### config.mk
export PLATFORM = sky130hd
export DESIGN_NAME = ddcb_top
export DESIGN_NICKNAME = d
export VERILOG_FILES = /design/src/pkg/ddcb_pkg.sv /design/src/verilog/ddcb_top.sv
export SDC_FILE = /design/constraint.sdc
export NUM_CORES = 1
export LEC_CHECK = 0
export BUFFER_PORTS_ARGS = -buffer_cell sky130_fd_sc_hd__buf_2
export CAP_MARGIN = 20
export CORE_UTILIZATION = 59
export CTS_CLUSTER_DIAMETER = 150
export CTS_CLUSTER_SIZE = 25
export DETAILED_ROUTE_END_ITERATION = 16
export PLACE_DENSITY = 0.83
export SYNTH_ARGS = -nofsm -noshare
export SYNTH_HDL_FRONTEND = slang
export SYNTH_SLANG_ARGS = --single-unit
### constraint.sdc
create_clock -name pclk -period 3.2 [get_ports pclk]
set_clock_uncertainty 0.05 [all_clocks]
set_input_delay 0.16 -clock pclk [delete_from_list [all_inputs] [get_ports pclk]]
set_output_delay 0.16 -clock pclk [all_outputs]
set_load 0.02 [all_outputs]
### src/pkg/ddcb_pkg.sv
/*
  Constants for the converter configuration block: register indices,
  reset values, field positions and hold timing.
  Assumes a 32-bit APB bus; each register sits at byte address 4 * index.
*/
package ddcb_pkg;
  // register indices (byte address is four times the index)
  localparam logic [9:0] IDX_THRESH_I = 10'h211;
  localparam logic [9:0] IDX_THRESH_Q = 10'h212;
  localparam logic [9:0] IDX_OVER_RANGE_OUTPUT_CONFIG = 10'h213;
  localparam logic [9:0] IDX_MODE = 10'h214;
  localparam logic [9:0] IDX_SEL = 10'h215;
  localparam logic [9:0] IDX_BIND = 10'h216;
  localparam logic [9:0] IDX_FREQ_A = 10'h220;
  localparam logic [9:0] IDX_FREQ_B = 10'h224;
  localparam logic [9:0] IDX_PHASE_A = 10'h228;
  localparam logic [9:0] IDX_PHASE_B = 10'h22C;
  localparam logic [9:0] IDX_CTRL = 10'h230;
  localparam logic [9:0] IDX_IRQ_STAT = 10'h231;
  localparam logic [9:0] IDX_IRQ_MASK = 10'h232;
  // reset values
  localparam logic [7:0] RST_THRESH_I = 8'hF2;
  localparam logic [7:0] RST_THRESH_Q = 8'hAB;
  localparam logic [7:0] RST_OVER_RANGE_OUTPUT_CONFIG = 8'h07;
  localparam logic [7:0] RST_MODE = 8'h00;
  localparam logic [7:0] RST_SEL = 8'h00;
  localparam logic [7:0] RST_BIND = 8'h02;
  localparam logic [7:0] RST_CTRL = 8'h00;
  localparam logic [31:0] RST_FREQ = 32'hC0000000;
  localparam logic [15:0] RST_PHASE = 16'h0000;
  // field positions
  localparam int OVER_RANGE_PIN_ENABLE_BIT = 3;
  localparam int BIND_A_BIT = 0;
  localparam int BIND_B_BIT = 1;
  localparam int CTRL_PD_A = 0;
  localparam int CTRL_PD_B = 1;
  localparam int CTRL_SINGLE = 2;
  localparam int CTRL_LINK_EN = 3;
  localparam int CTRL_CAL_EN = 4;
  // hold timing: base pulse of 8 device clock cycles, shifted by the exponent
  localparam int CNT_W = 11;
  localparam logic [CNT_W-1:0] HOLD_BASE = 11'h008;
  typedef enum logic [1:0] {MODE_REG, MODE_PINS_AB, MODE_PINS_A, MODE_RSVD} ddcb_mode_t;
endpackage

### src/verilog/ddcb_top.sv
/*
  Over-range pin stretching, NCO preset selection and digital channel
  binding for a dual-channel converter, with an APB register slave.
  Assumes all inputs synchronous to pclk except the preset pins, which
  are resynchronised here; samples arrive one per clock.
*/
// Register access over APB was chosen for this implementation.
// Notes on behaviour
// - Enable bit clear holds all four over-range pins low.
// - Enable gates only the pins; link over-range bits stay ungated.
// - An asserted over-range pin stays high at least 8 * 2^exponent cycles.
// - Each exponent step doubles the hold; exponent resets to 7.
// - Mode 0 takes both presets from the select register; mode 3 reserved.
// - Mode 1 takes preset A from pins A, preset B from pins B.
// - Mode 2 takes both presets from pins A; pins B ignored.
// - Four frequency and phase presets per converter; selected one drives NCO.
// - Single-channel operation uses channel A's selection method.
// - Mode 0: select bits 3:2 choose preset B; ignored single-channel.
// - Mode 0: select bits 1:0 value n activates preset n for A.
// - Single-channel, mode 0: select A field chooses the single NCO preset.
// - Binding bit 1: digital B from converter A (0) or B (1).
// - Binding bit 0: digital A from converter A (0) or B (1).
// - Digital channel powers down with the converter channel it is bound to.
// - I samples versus threshold one set bit 0; Q versus threshold two bit 1.
module ddcb_top
  import ddcb_pkg::*;
(
  // apb slave
  input wire logic pclk,
  input wire logic presetn,
  input wire logic psel,
  input wire logic penable,
  input wire logic pwrite,
  input wire logic [11:0] paddr,
  input wire logic [31:0] pwdata,
  output logic [31:0] prdata,
  output logic pready,
  output logic pslverr,
  // preset select pins
  input wire logic [1:0] preset_pins_a,
  input wire logic [1:0] preset_pins_b,
  // down-converter output samples
  input wire logic signed [15:0] ddc_i_a,
  input wire logic signed [15:0] ddc_q_a,
  input wire logic signed [15:0] ddc_i_b,
  input wire logic signed [15:0] ddc_q_b,
  // converter channel data
  input wire logic [15:0] conv_data_a,
  input wire logic [15:0] conv_data_b,
  // over-range outputs
  output logic chan_a_range_flag_zero,
  output logic chan_a_range_flag_one,
  output logic chan_b_range_flag_zero,
  output logic chan_b_range_flag_one,
  output logic [3:0] link_range_bits,
  // active nco settings
  output logic [1:0] active_preset_a,
  output logic [1:0] active_preset_b,
  output logic [31:0] active_freq_a,
  output logic [31:0] active_freq_b,
  output logic [15:0] active_phase_a,
  output logic [15:0] active_phase_b,
  // digital channels
  output logic [15:0] dig_data_a,
  output logic [15:0] dig_data_b,
  output logic dig_pd_a,
  output logic dig_pd_b,
  output logic serial_link_enable,
  output logic cal_enable,
  output logic single_channel,
  // interrupt
  output logic irq
);
  import ddcb_pkg::*;

  logic [7:0] thresh_i;
  logic [7:0] thresh_q;
  logic [7:0] over_range_output_config;
  logic [7:0] mode_reg;
  logic [7:0] sel_reg;
  logic [7:0] bind_reg;
  logic [7:0] ctrl_reg;
  logic [3:0] irq_stat;
  logic [3:0] irq_mask;
  logic [31:0] freq_a [4];
  logic [31:0] freq_b [4];
  logic [15:0] phase_a [4];
  logic [15:0] phase_b [4];
  logic [9:0] idx;
  logic wr_en;
  logic [31:0] next_rdata;
  logic next_err;
  logic [3:0] hit;
  logic [3:0] active;
  logic [CNT_W-1:0] hold_len;
  logic [3:0] next_stat;
  logic [1:0] pa_meta;
  logic [1:0] pa_sync;
  logic [1:0] pb_meta;
  logic [1:0] pb_sync;
  logic [1:0] next_sel_a;
  logic [1:0] next_sel_b;

  assign idx = paddr[11:2];
  assign wr_en = psel & penable & pready & pwrite;

  // read mux and decode, evaluated in the setup cycle
  always_comb
  begin
    next_rdata = 32'h00000000;
    next_err = 1'b0;
    if (idx[9:2] == IDX_FREQ_A[9:2])
      next_rdata = freq_a[idx[1:0]];
    else if (idx[9:2] == IDX_FREQ_B[9:2])
      next_rdata = freq_b[idx[1:0]];
    else if (idx[9:2] == IDX_PHASE_A[9:2])
      next_rdata = {16'h0000, phase_a[idx[1:0]]};
    else if (idx[9:2] == IDX_PHASE_B[9:2])
      next_rdata = {16'h0000, phase_b[idx[1:0]]};
    else
    begin
      case (idx)
        IDX_THRESH_I: next_rdata = {24'h000000, thresh_i};
        IDX_THRESH_Q: next_rdata = {24'h000000, thresh_q};
        IDX_OVER_RANGE_OUTPUT_CONFIG: next_rdata = {24'h000000, over_range_output_config};
        IDX_MODE: next_rdata = {24'h000000, mode_reg};
        IDX_SEL: next_rdata = {24'h000000, sel_reg};
        IDX_BIND: next_rdata = {24'h000000, bind_reg};
        IDX_CTRL: next_rdata = {24'h000000, ctrl_reg};
        IDX_IRQ_STAT: next_rdata = {28'h0000000, irq_stat};
        IDX_IRQ_MASK: next_rdata = {28'h0000000, irq_mask};
        default: next_err = 1'b1;
      endcase
    end
  end

  // one access cycle: ready and data registered from the setup cycle
  always_ff @(posedge pclk or negedge presetn)
  begin
    if (!presetn)
    begin
      pready <= 1'b0;
      prdata <= 32'h00000000;
      pslverr <= 1'b0;
    end
    else
    begin
      pready <= psel & ~penable;
      prdata <= (psel & ~penable & ~pwrite) ? next_rdata : 32'h00000000;
      pslverr <= psel & ~penable & next_err;
    end
  end

  // byte-wide configuration registers and the 4-bit interrupt mask
  always_ff @(posedge pclk or negedge presetn)
  begin
    if (!presetn)
    begin
      thresh_i <= RST_THRESH_I;
      thresh_q <= RST_THRESH_Q;
      over_range_output_config <= RST_OVER_RANGE_OUTPUT_CONFIG;
      mode_reg <= RST_MODE;
      sel_reg <= RST_SEL;
      bind_reg <= RST_BIND;
      ctrl_reg <= RST_CTRL;
      irq_mask <= 4'h0;
    end
    else if (wr_en)
    begin
      case (idx)
        IDX_THRESH_I: thresh_i <= pwdata[7:0];
        IDX_THRESH_Q: thresh_q <= pwdata[7:0];
        IDX_OVER_RANGE_OUTPUT_CONFIG: over_range_output_config <= pwdata[7:0];
        IDX_MODE: mode_reg <= pwdata[7:0];
        IDX_SEL: sel_reg <= pwdata[7:0];
        IDX_BIND: bind_reg <= pwdata[7:0];
        IDX_CTRL: ctrl_reg <= pwdata[7:0];
        IDX_IRQ_MASK: irq_mask <= pwdata[3:0];
        default: ;
      endcase
    end
  end

  // preset storage, four entries per converter
  always_ff @(posedge pclk or negedge presetn)
  begin
    if (!presetn)
    begin
      for (int k = 0; k < 4; k++)
      begin
        freq_a[k] <= RST_FREQ;
        freq_b[k] <= RST_FREQ;
        phase_a[k] <= RST_PHASE;
        phase_b[k] <= RST_PHASE;
      end
    end
    else if (wr_en)
    begin
      if (idx[9:2] == IDX_FREQ_A[9:2])
        freq_a[idx[1:0]] <= pwdata;
      if (idx[9:2] == IDX_FREQ_B[9:2])
        freq_b[idx[1:0]] <= pwdata;
      if (idx[9:2] == IDX_PHASE_A[9:2])
        phase_a[idx[1:0]] <= pwdata[15:0];
      if (idx[9:2] == IDX_PHASE_B[9:2])
        phase_b[idx[1:0]] <= pwdata[15:0];
    end
  end

  // magnitude against a threshold scaled to 256 = full scale
  function automatic logic over_level(input logic signed [15:0] s, input logic [7:0] t);
    logic [15:0] m;
    m = s[15] ? 16'(-s) : 16'(s);
    return m[15:7] >= {1'b0, t};
  endfunction

  assign hit[0] = over_level(ddc_i_a, thresh_i);
  assign hit[1] = over_level(ddc_q_a, thresh_q);
  assign hit[2] = over_level(ddc_i_b, thresh_i);
  assign hit[3] = over_level(ddc_q_b, thresh_q);
  assign hold_len = HOLD_BASE << over_range_output_config[2:0];

  // per-flag stretch counters
  for (genvar g = 0; g < 4; g++)
  begin : g_hold
    logic [CNT_W-1:0] cnt;
    always_ff @(posedge pclk or negedge presetn)
    begin
      if (!presetn)
        cnt <= '0;
      else if (hit[g])
        cnt <= hold_len - 11'h001;
      else if (cnt != '0)
        cnt <= cnt - 11'h001;
    end
    assign active[g] = hit[g] | (cnt != '0);
  end

  // pins gated by the enable; link bits are not
  always_ff @(posedge pclk or negedge presetn)
  begin
    if (!presetn)
    begin
      chan_a_range_flag_zero <= 1'b0;
      chan_a_range_flag_one <= 1'b0;
      chan_b_range_flag_zero <= 1'b0;
      chan_b_range_flag_one <= 1'b0;
      link_range_bits <= 4'h0;
    end
    else
    begin
      chan_a_range_flag_zero <= over_range_output_config[OVER_RANGE_PIN_ENABLE_BIT] & active[0];
      chan_a_range_flag_one <= over_range_output_config[OVER_RANGE_PIN_ENABLE_BIT] & active[1];
      chan_b_range_flag_zero <= over_range_output_config[OVER_RANGE_PIN_ENABLE_BIT] & active[2];
      chan_b_range_flag_one <= over_range_output_config[OVER_RANGE_PIN_ENABLE_BIT] & active[3];
      link_range_bits <= hit;
    end
  end

  // sticky status, a new hit beats a clearing write
  assign next_stat = (irq_stat & ~((wr_en && idx == IDX_IRQ_STAT) ? pwdata[3:0] : 4'h0)) | hit;

  always_ff @(posedge pclk or negedge presetn)
  begin
    if (!presetn)
    begin
      irq_stat <= 4'h0;
      irq <= 1'b0;
    end
    else
    begin
      irq_stat <= next_stat;
      irq <= |(irq_stat & irq_mask);
    end
  end

  // two-flop synchronisers on the select pins
  always_ff @(posedge pclk or negedge presetn)
  begin
    if (!presetn)
    begin
      pa_meta <= 2'h0;
      pa_sync <= 2'h0;
      pb_meta <= 2'h0;
      pb_sync <= 2'h0;
    end
    else
    begin
      pa_meta <= preset_pins_a;
      pa_sync <= pa_meta;
      pb_meta <= preset_pins_b;
      pb_sync <= pb_meta;
    end
  end

  // preset source; reserved mode behaves as register mode
  always_comb
  begin
    case (ddcb_mode_t'(mode_reg[1:0]))
      MODE_PINS_AB:
      begin
        next_sel_a = pa_sync;
        next_sel_b = pb_sync;
      end
      MODE_PINS_A:
      begin
        next_sel_a = pa_sync;
        next_sel_b = pa_sync;
      end
      default:
      begin
        next_sel_a = sel_reg[1:0];
        next_sel_b = sel_reg[3:2];
      end
    endcase
    if (ctrl_reg[CTRL_SINGLE])
      next_sel_b = next_sel_a;
  end

  always_ff @(posedge pclk or negedge presetn)
  begin
    if (!presetn)
    begin
      active_preset_a <= 2'h0;
      active_preset_b <= 2'h0;
      active_freq_a <= RST_FREQ;
      active_freq_b <= RST_FREQ;
      active_phase_a <= RST_PHASE;
      active_phase_b <= RST_PHASE;
    end
    else
    begin
      active_preset_a <= next_sel_a;
      active_preset_b <= next_sel_b;
      active_freq_a <= freq_a[next_sel_a];
      active_freq_b <= freq_b[next_sel_b];
      active_phase_a <= phase_a[next_sel_a];
      active_phase_b <= phase_b[next_sel_b];
    end
  end

  // channel binding and inherited power-down
  always_ff @(posedge pclk or negedge presetn)
  begin
    if (!presetn)
    begin
      dig_data_a <= 16'h0000;
      dig_data_b <= 16'h0000;
      dig_pd_a <= 1'b0;
      dig_pd_b <= 1'b0;
      serial_link_enable <= 1'b0;
      cal_enable <= 1'b0;
      single_channel <= 1'b0;
    end
    else
    begin
      dig_data_a <= bind_reg[BIND_A_BIT] ? conv_data_b : conv_data_a;
      dig_data_b <= bind_reg[BIND_B_BIT] ? conv_data_b : conv_data_a;
      dig_pd_a <= bind_reg[BIND_A_BIT] ? ctrl_reg[CTRL_PD_B] : ctrl_reg[CTRL_PD_A];
      dig_pd_b <= bind_reg[BIND_B_BIT] ? ctrl_reg[CTRL_PD_B] : ctrl_reg[CTRL_PD_A];
      serial_link_enable <= ctrl_reg[CTRL_LINK_EN];
      cal_enable <= ctrl_reg[CTRL_CAL_EN];
      single_channel <= ctrl_reg[CTRL_SINGLE];
    end
  end

  property p_pins_off;
    @(posedge pclk) disable iff (!presetn)
    !over_range_output_config[OVER_RANGE_PIN_ENABLE_BIT] |=> !chan_a_range_flag_zero && !chan_a_range_flag_one
      && !chan_b_range_flag_zero && !chan_b_range_flag_one;
  endproperty
  a_pins_off: assert property (p_pins_off) else $error("range pin high while disabled");

  property p_link_raw;
    @(posedge pclk) disable iff (!presetn)
    1'b1 |=> link_range_bits == $past(hit);
  endproperty
  a_link_raw: assert property (p_link_raw) else $error("link range bits gated");

  property p_min_pulse;
    @(posedge pclk) disable iff (!presetn)
    $rose(chan_a_range_flag_zero) && over_range_output_config == $past(over_range_output_config) |-> chan_a_range_flag_zero[*8];
  endproperty
  a_min_pulse: assert property (p_min_pulse) else $error("range pulse too short");

  property p_hold_load;
    @(posedge pclk) disable iff (!presetn)
    hit[0] |=> g_hold[0].cnt == $past((HOLD_BASE << over_range_output_config[2:0]) - 11'h001);
  endproperty
  a_hold_load: assert property (p_hold_load) else $error("hold count wrong");

  property p_reg_mode;
    @(posedge pclk) disable iff (!presetn)
    mode_reg[1:0] == 2'h0 && !ctrl_reg[CTRL_SINGLE]
      |=> active_preset_a == $past(sel_reg[1:0]) && active_preset_b == $past(sel_reg[3:2]);
  endproperty
  a_reg_mode: assert property (p_reg_mode) else $error("register preset not applied");

  property p_pin_mode;
    @(posedge pclk) disable iff (!presetn)
    mode_reg[1:0] == 2'h1 && !ctrl_reg[CTRL_SINGLE]
      |=> active_preset_a == $past(pa_sync) && active_preset_b == $past(pb_sync);
  endproperty
  a_pin_mode: assert property (p_pin_mode) else $error("pin presets not applied");

  property p_pin_a_mode;
    @(posedge pclk) disable iff (!presetn)
    mode_reg[1:0] == 2'h2 |=> active_preset_b == $past(pa_sync);
  endproperty
  a_pin_a_mode: assert property (p_pin_a_mode) else $error("pins A not shared");

  property p_freq_pick;
    @(posedge pclk) disable iff (!presetn)
    1'b1 |=> active_freq_a == $past(freq_a[next_sel_a]);
  endproperty
  a_freq_pick: assert property (p_freq_pick) else $error("wrong active frequency");

  property p_single;
    @(posedge pclk) disable iff (!presetn)
    ctrl_reg[CTRL_SINGLE] |=> active_preset_b == active_preset_a;
  endproperty
  a_single: assert property (p_single) else $error("single channel select mismatch");

  property p_pd_bind;
    @(posedge pclk) disable iff (!presetn)
    bind_reg[BIND_B_BIT] == 1'b0 |=> dig_pd_b == $past(ctrl_reg[CTRL_PD_A]);
  endproperty
  a_pd_bind: assert property (p_pd_bind) else $error("power-down not inherited");
endmodule

# After elaboration in Yosys (flattened, before gate mapping)
# Cells that the tools add are included.
# word_totals
reg_bits	680
inputBits	149
word_cells	199
# classes
n_addsub	9
n_lt_le_gt_ge	8
n_eq_ne	15
shift	1
n_mux	63
n_bitwise	23
reduce_logical	25
# ops
op	count
two-way mux 32 bit	13
binary-select mux 32 bit (select 2 bit)	4
bitwise mux 128 bit	2
two-way mux 16 bit	16
binary-select mux 16 bit (select 2 bit)	4
bitwise mux 64 bit	2
equality test 10 bit, second input constant	9
two-way mux 11 bit	8
case mux 8 bit (9 select lines)	1
demux 32 bit (select 2 bit)	1
negation 16 bit	4
subtractor 11 x 1 -> 11 bit, second input constant	5
nonzero test 11 bit	4
greater-or-equal comparator 9 x 8 -> 1 bit	4
demux 16 bit (select 2 bit)	1
equality test 8 bit, second input constant	4
AND reduction 2 bit	12
left shift 4 x 3 -> 11 bit, first input constant	1
AND 1 bit	10
greater-or-equal comparator 3 bit, second input constant	3
NOT 2 -> 3 bit	3
OR reduction 9 bit	1
AND 4 bit	2
nonzero test 2 bit	4
14 further kinds	26

# Longest topological paths before layout
# logic_depth
depth_word	9
depth_mapped	12
ltp_nobuf	11

# Worst setup path after synthesis
# No wires, ideal clock.
# synth_path
path_kind	input to register
startpoint	input ddc_i_b[4]
endpoint	register g_hold[2].cnt[5]
setup_ps	80
t_arrival_ps	3056
setup_slack_ps	14
path_stages	12
path_buffers	1
cell_sequence	nor4_1 nand2_1 or3_1 o31ai_1 xnor2_1 ha_1 a21oi_1 o21ai_0 o21bai_1 a221oi_1 clkbuf_1 mux2i_1
# synth_between
elab_chain_len	4
# synth_lines
element	line_no	rtl
from (decl)	ddcb_top.sv:45	input wire logic signed [15:0] ddc_i_b,
negation 16 bit (*)	ddcb_top.sv:213	m = s[15] ? 16'(-s) : 16'(s);
two-way mux 16 bit (*)	ddcb_top.sv:213	
greater-or-equal comparator 9 x 8 -> 1 bit (*)	ddcb_top.sv:214	return m[15:7] >= {1'b0, t};
two-way mux 11 bit / nonzero test 2 bit (equally long branches)	--	
to (signal assigned)	ddcb_top.sv:232	cnt <= hold_len - 11'h001;
to (signal assigned)	ddcb_top.sv:234	cnt <= cnt - 11'h001;
to (decl)	ddcb_top.sv:226	logic [CNT_W-1:0] cnt;
# Mark *: on every way between the ends. The rest lies on a longest branch, timed or not.
# A chain may end at the register's enable or synchronous reset.

# Final worst setup path
# layout_path
startpoint	register mode_reg[0]
endpoint	register active_phase_b[7]
# layout_between
elab_chain_len	8
# layout_lines
element	line_no	rtl
from (decl)	ddcb_top.sv:79	logic [7:0] mode_reg;
from (signal assigned)	ddcb_top.sv:174	IDX_MODE: mode_reg <= pwdata[7:0];
equality test 2 bit / equality test 2 x 1 -> 1 bit (equally long branches)	ddcb_top.sv:299	case (ddcb_mode_t'(mode_reg[1:0]))
OR reduction 2 bit (no source line)	--	
two-way mux 2 bit	ddcb_top.sv:299	
two-way mux 2 bit (*)	ddcb_top.sv:316	if (ctrl_reg[CTRL_SINGLE])
NOT 2 -> 3 bit (not written as such) (*)	ddcb_top.sv:338	active_phase_b <= phase_b[next_sel_b];
binary-select mux 16 bit (select 2 bit) (*)	ddcb_top.sv:338	
two-way mux 16 bit (not written as such) (*) (2 in series)	ddcb_top.sv:338	
to (signal assigned)	ddcb_top.sv:338	
to (decl)	ddcb_top.sv:62	output logic [15:0] active_phase_b,
# Mark *: on every way between the ends. The rest lies on a longest branch, timed or not. The select of a mux whose other input is x is not followed.

==> metrics <==
Slew HR=around 44%; status=complete, no violations; worst hold stages=4; number of synthesis warnings=0; fraction of final layout cells with drive strength greater than 1=~40%; post-detailed-routing wire length=85700 microns; average wire per cell in the routed design=approximately 25 microns; synthesis-stage register bit count=680; total setup buffers inserted after CTS=0; beginning of the critical path=mode_reg[0]; total via count in the routed design=22100; number of I/O pins=329; Top Registers=freq_a x128, freq_b x128; number of inserted filler cells in the final layout=3680; Final Hold Vio Count=0; highest achievable clock rate=378 MHz; Hold Buf Count CTS=91; largest net degree at the start of global routing=98; Synth async-reset ratio=100%; Max IR drop VDD=452 uV; placer congestion estimate=0.905; top_reg_cell synth=dfrtp_1; Crit Path Max Fanout=25; setup slack on the worst flop-to-flop path=about 0.56 ns; data arrival time of the critical path=a little over 3 ns; number of cells in the design after placement=3337; insertion delay of the later-clocked pin in the worst-skew pair=between 0.6 and 0.7 ns; largest area contributor in the synthesized netlist=dfrtp_1; die extent in y=roughly 240 microns; clock slew at the register clock pins of the worst setup and hold paths=0.10 ns; final setup violation count=0; final cell count without fillers=about 3500; Die X=236 microns; number of nets still failing antenna checks after routing=0; final critical-path share of the clock period=82.6%; total CTS buffers=31; Critical Path End Type=flop; Hold WS=0.0547 ns; area of all sequential standard cells=~17000 sq um; die area=55500 sq um; areal power density over the cells=429 nW/um^2; final critical-path required period=roughly 2.6 ns; worst-case reg-to-reg path depth=8; syn avg cell area=13.3 sq um; via count of the first global-routing pass=23300; drt drc=0; TritonRoute pass-1 iters=5; cells taking the most area after synthesis=dfrtp_1 50%, mux2_2 16%, mux4_2 11%, nand2_1 3.3%, dfstp_2 2.8%; Synth Net Count=2603; standard-cell row count=85; all-layer global routing usage=31.3%; crit start category=flop; area of the multi-input gates=14400 sq um; initial core utilization=59.8%; via density per instance=6.35; Port Buffers=326; number of library cell types mapped by synthesis=76; class of the most critical hold timing path=input port to flop; total count of max-transition violations in the final report=0; CP Data Required Time=3.64 ns; number of DRC violations after detailed-routing iteration 0=1900; root buffer cell=clkbuf_16; initial antenna violation count=6; Seq/Total Area, Yosys=52.9%; last element of the critical path=active_phase_b[7]; start-to-end type of the worst setup path=flop to flop; clock buffer depth=3; CTS sink cnt=approximately 700; synthesized cell area=32200 sq um; count of mapped cells out of synthesis=between 2000 and 2500; number of gates resized after CTS=0; Leak=17.8 nW; sum of negative setup slack=0 ns; wire length of the first global-routing pass=134000 microns; total congestion overflow after global routing=0; Worst-Margin Slew=0.835 ns; layout overhead on the synthesized area=14.0%; reg-to-reg endpoint=active_phase_b[7]; Crit Reg-Reg Startpoint=mode_reg[0]; TritonCTS clock tree=yes; Nets=2952; setup repair after global routing missed its margin=false; fraction of post-synthesis cell area in the top cell type by area=50.2%; HPWL after detailed placement=55100 microns; placeable core region=53900 sq um; # Max-Cap Violations=0; EDFF count, synth=0; # H-tree levels=1
==> metrics by stage <==
stage | instance area, sq um | setup slack, ns | power [mW] | util [%]
2_1_floorplan | 32200 | 0.0141 | 10.4 | -
3_3_place_gp | 34900 | 0.0786 | 11.0 | 64.7
3_5_place_dp | 34900 | 0.0273 | 11.2 | 64.7
4_1_cts | 36700 | 0.580 | 15.8 | 68.1
5_1_grt | 36700 | 0.326 | 16.3 | 68.1
6_report | 36700 | 0.555 | 15.7 | 68.1
==> Yosys cell counts, drive strengths merged, types with 10 or more instances <==
cell type	number
clkbuf	83
a31oi	52
inv	34
nand2b	19
or3	11
mux4	152
mux2i	46
a21oi	12
a22oi	23
o21ai	48
nor2	60
xor2	17
nand3	12
and3	58
nor2b	14
o31ai	10
mux2	466
nor3	29
dfstp	34
buf	87
dfrtp	646
ha	38
nand2	286
xnor2	47
==> logic make-up after synthesis <==
kind of cell             Yosys count  share of synthesized area [%]
XOR/XNOR                          64                           1.74
buffers and inverters            204                           2.68
adder cells (fa/ha/maj)           38                           1.48
flip-flops                       680                           52.9
AND/OR/NAND/NOR                  548                           8.25
AO/OA/AOI/OAI                    218                           4.57
multiplexers                     664                           28.3
==> metal layers <==
| metal | part of all wire, % | routed length, microns | track usage [%] | vias up |
|---|---|---|---|---|
| met4 | 4.3 | 3710 | 13.6 | 0 |
| met2 | 50 | 42500 | 51.8 | 980 |
| met5 | 0 | 0 | 0 | - |
| li1 | - | - | - | 9475 |
| met3 | 7.0 | 6030 | 4.84 | 228 |
| met1 | 39 | 33500 | 41.3 | 11500 |
==> placed cells by master, fill, tap and decap left out, drive strengths merged, types with 10 or more instances in the layout <==
| master | n |
|---|---|
| a22oi | 23 |
| o31ai | 10 |
| nor2 | 60 |
| nand3 | 12 |
| or3 | 11 |
| nor2b | 14 |
| ha | 38 |
| buf | 395 |
| dlygate4sd3 | 91 |
| dfstp | 34 |
| nand2b | 19 |
| o21ai | 48 |
| a31oi | 52 |
| inv | 34 |
| xnor2 | 47 |
| mux2i | 46 |
| a21oi | 12 |
| dfrtp | 646 |
| and3 | 58 |
| mux2 | 466 |
| nor3 | 29 |
| mux4 | 152 |
| xor2 | 17 |
| nand2 | 286 |
| clkbuf | 54 |
==> power breakdown <==
group          total, mW  switching, mW  internal (mW)
Combinational       1.89           1.06          0.834
Clock               4.62           2.75           1.87
Sequential          9.22          0.304           8.92
==> critical path, stage by stage (launching register included) <==
cell and delay [ns]:
dfrtp_1 0.40, inv_1 0.06, ha_1 0.47, mux2i_4 0.39, clkinv_2 0.15, nand2_1 0.14, o21ai_4 0.11, buf_12 0.22
mux4_2 0.51
==> how the worst min path moves through the flow <==
stage                            from                  to  slack (ns)
after floorplan               presetn    active_freq_a[0]       -0.19
after global placement        presetn   active_freq_b[24]        0.19
after detailed placement      presetn   active_freq_b[24]        0.20
after CTS                    paddr[3]           prdata[1]        0.01
after global routing         paddr[3]           prdata[1]        0.07
final                     ddc_q_b[13]  link_range_bits[3]        0.05
==> layout make-up <==
class / count / area share, %
Clock buffer: 54 / 2.35
Timing Repair Buffer: 486 / 9.15
Sequential cell: 680 / 46.5
Tap cell: 696 / 2.37
Multi-Input combinational cell: 1532 / 39.2
Antenna cell: 3 / 0.0204
Inverter: 34 / 0.351
Clock inverter: 2 / 0.109
Power figures use the tool's default switching activity.
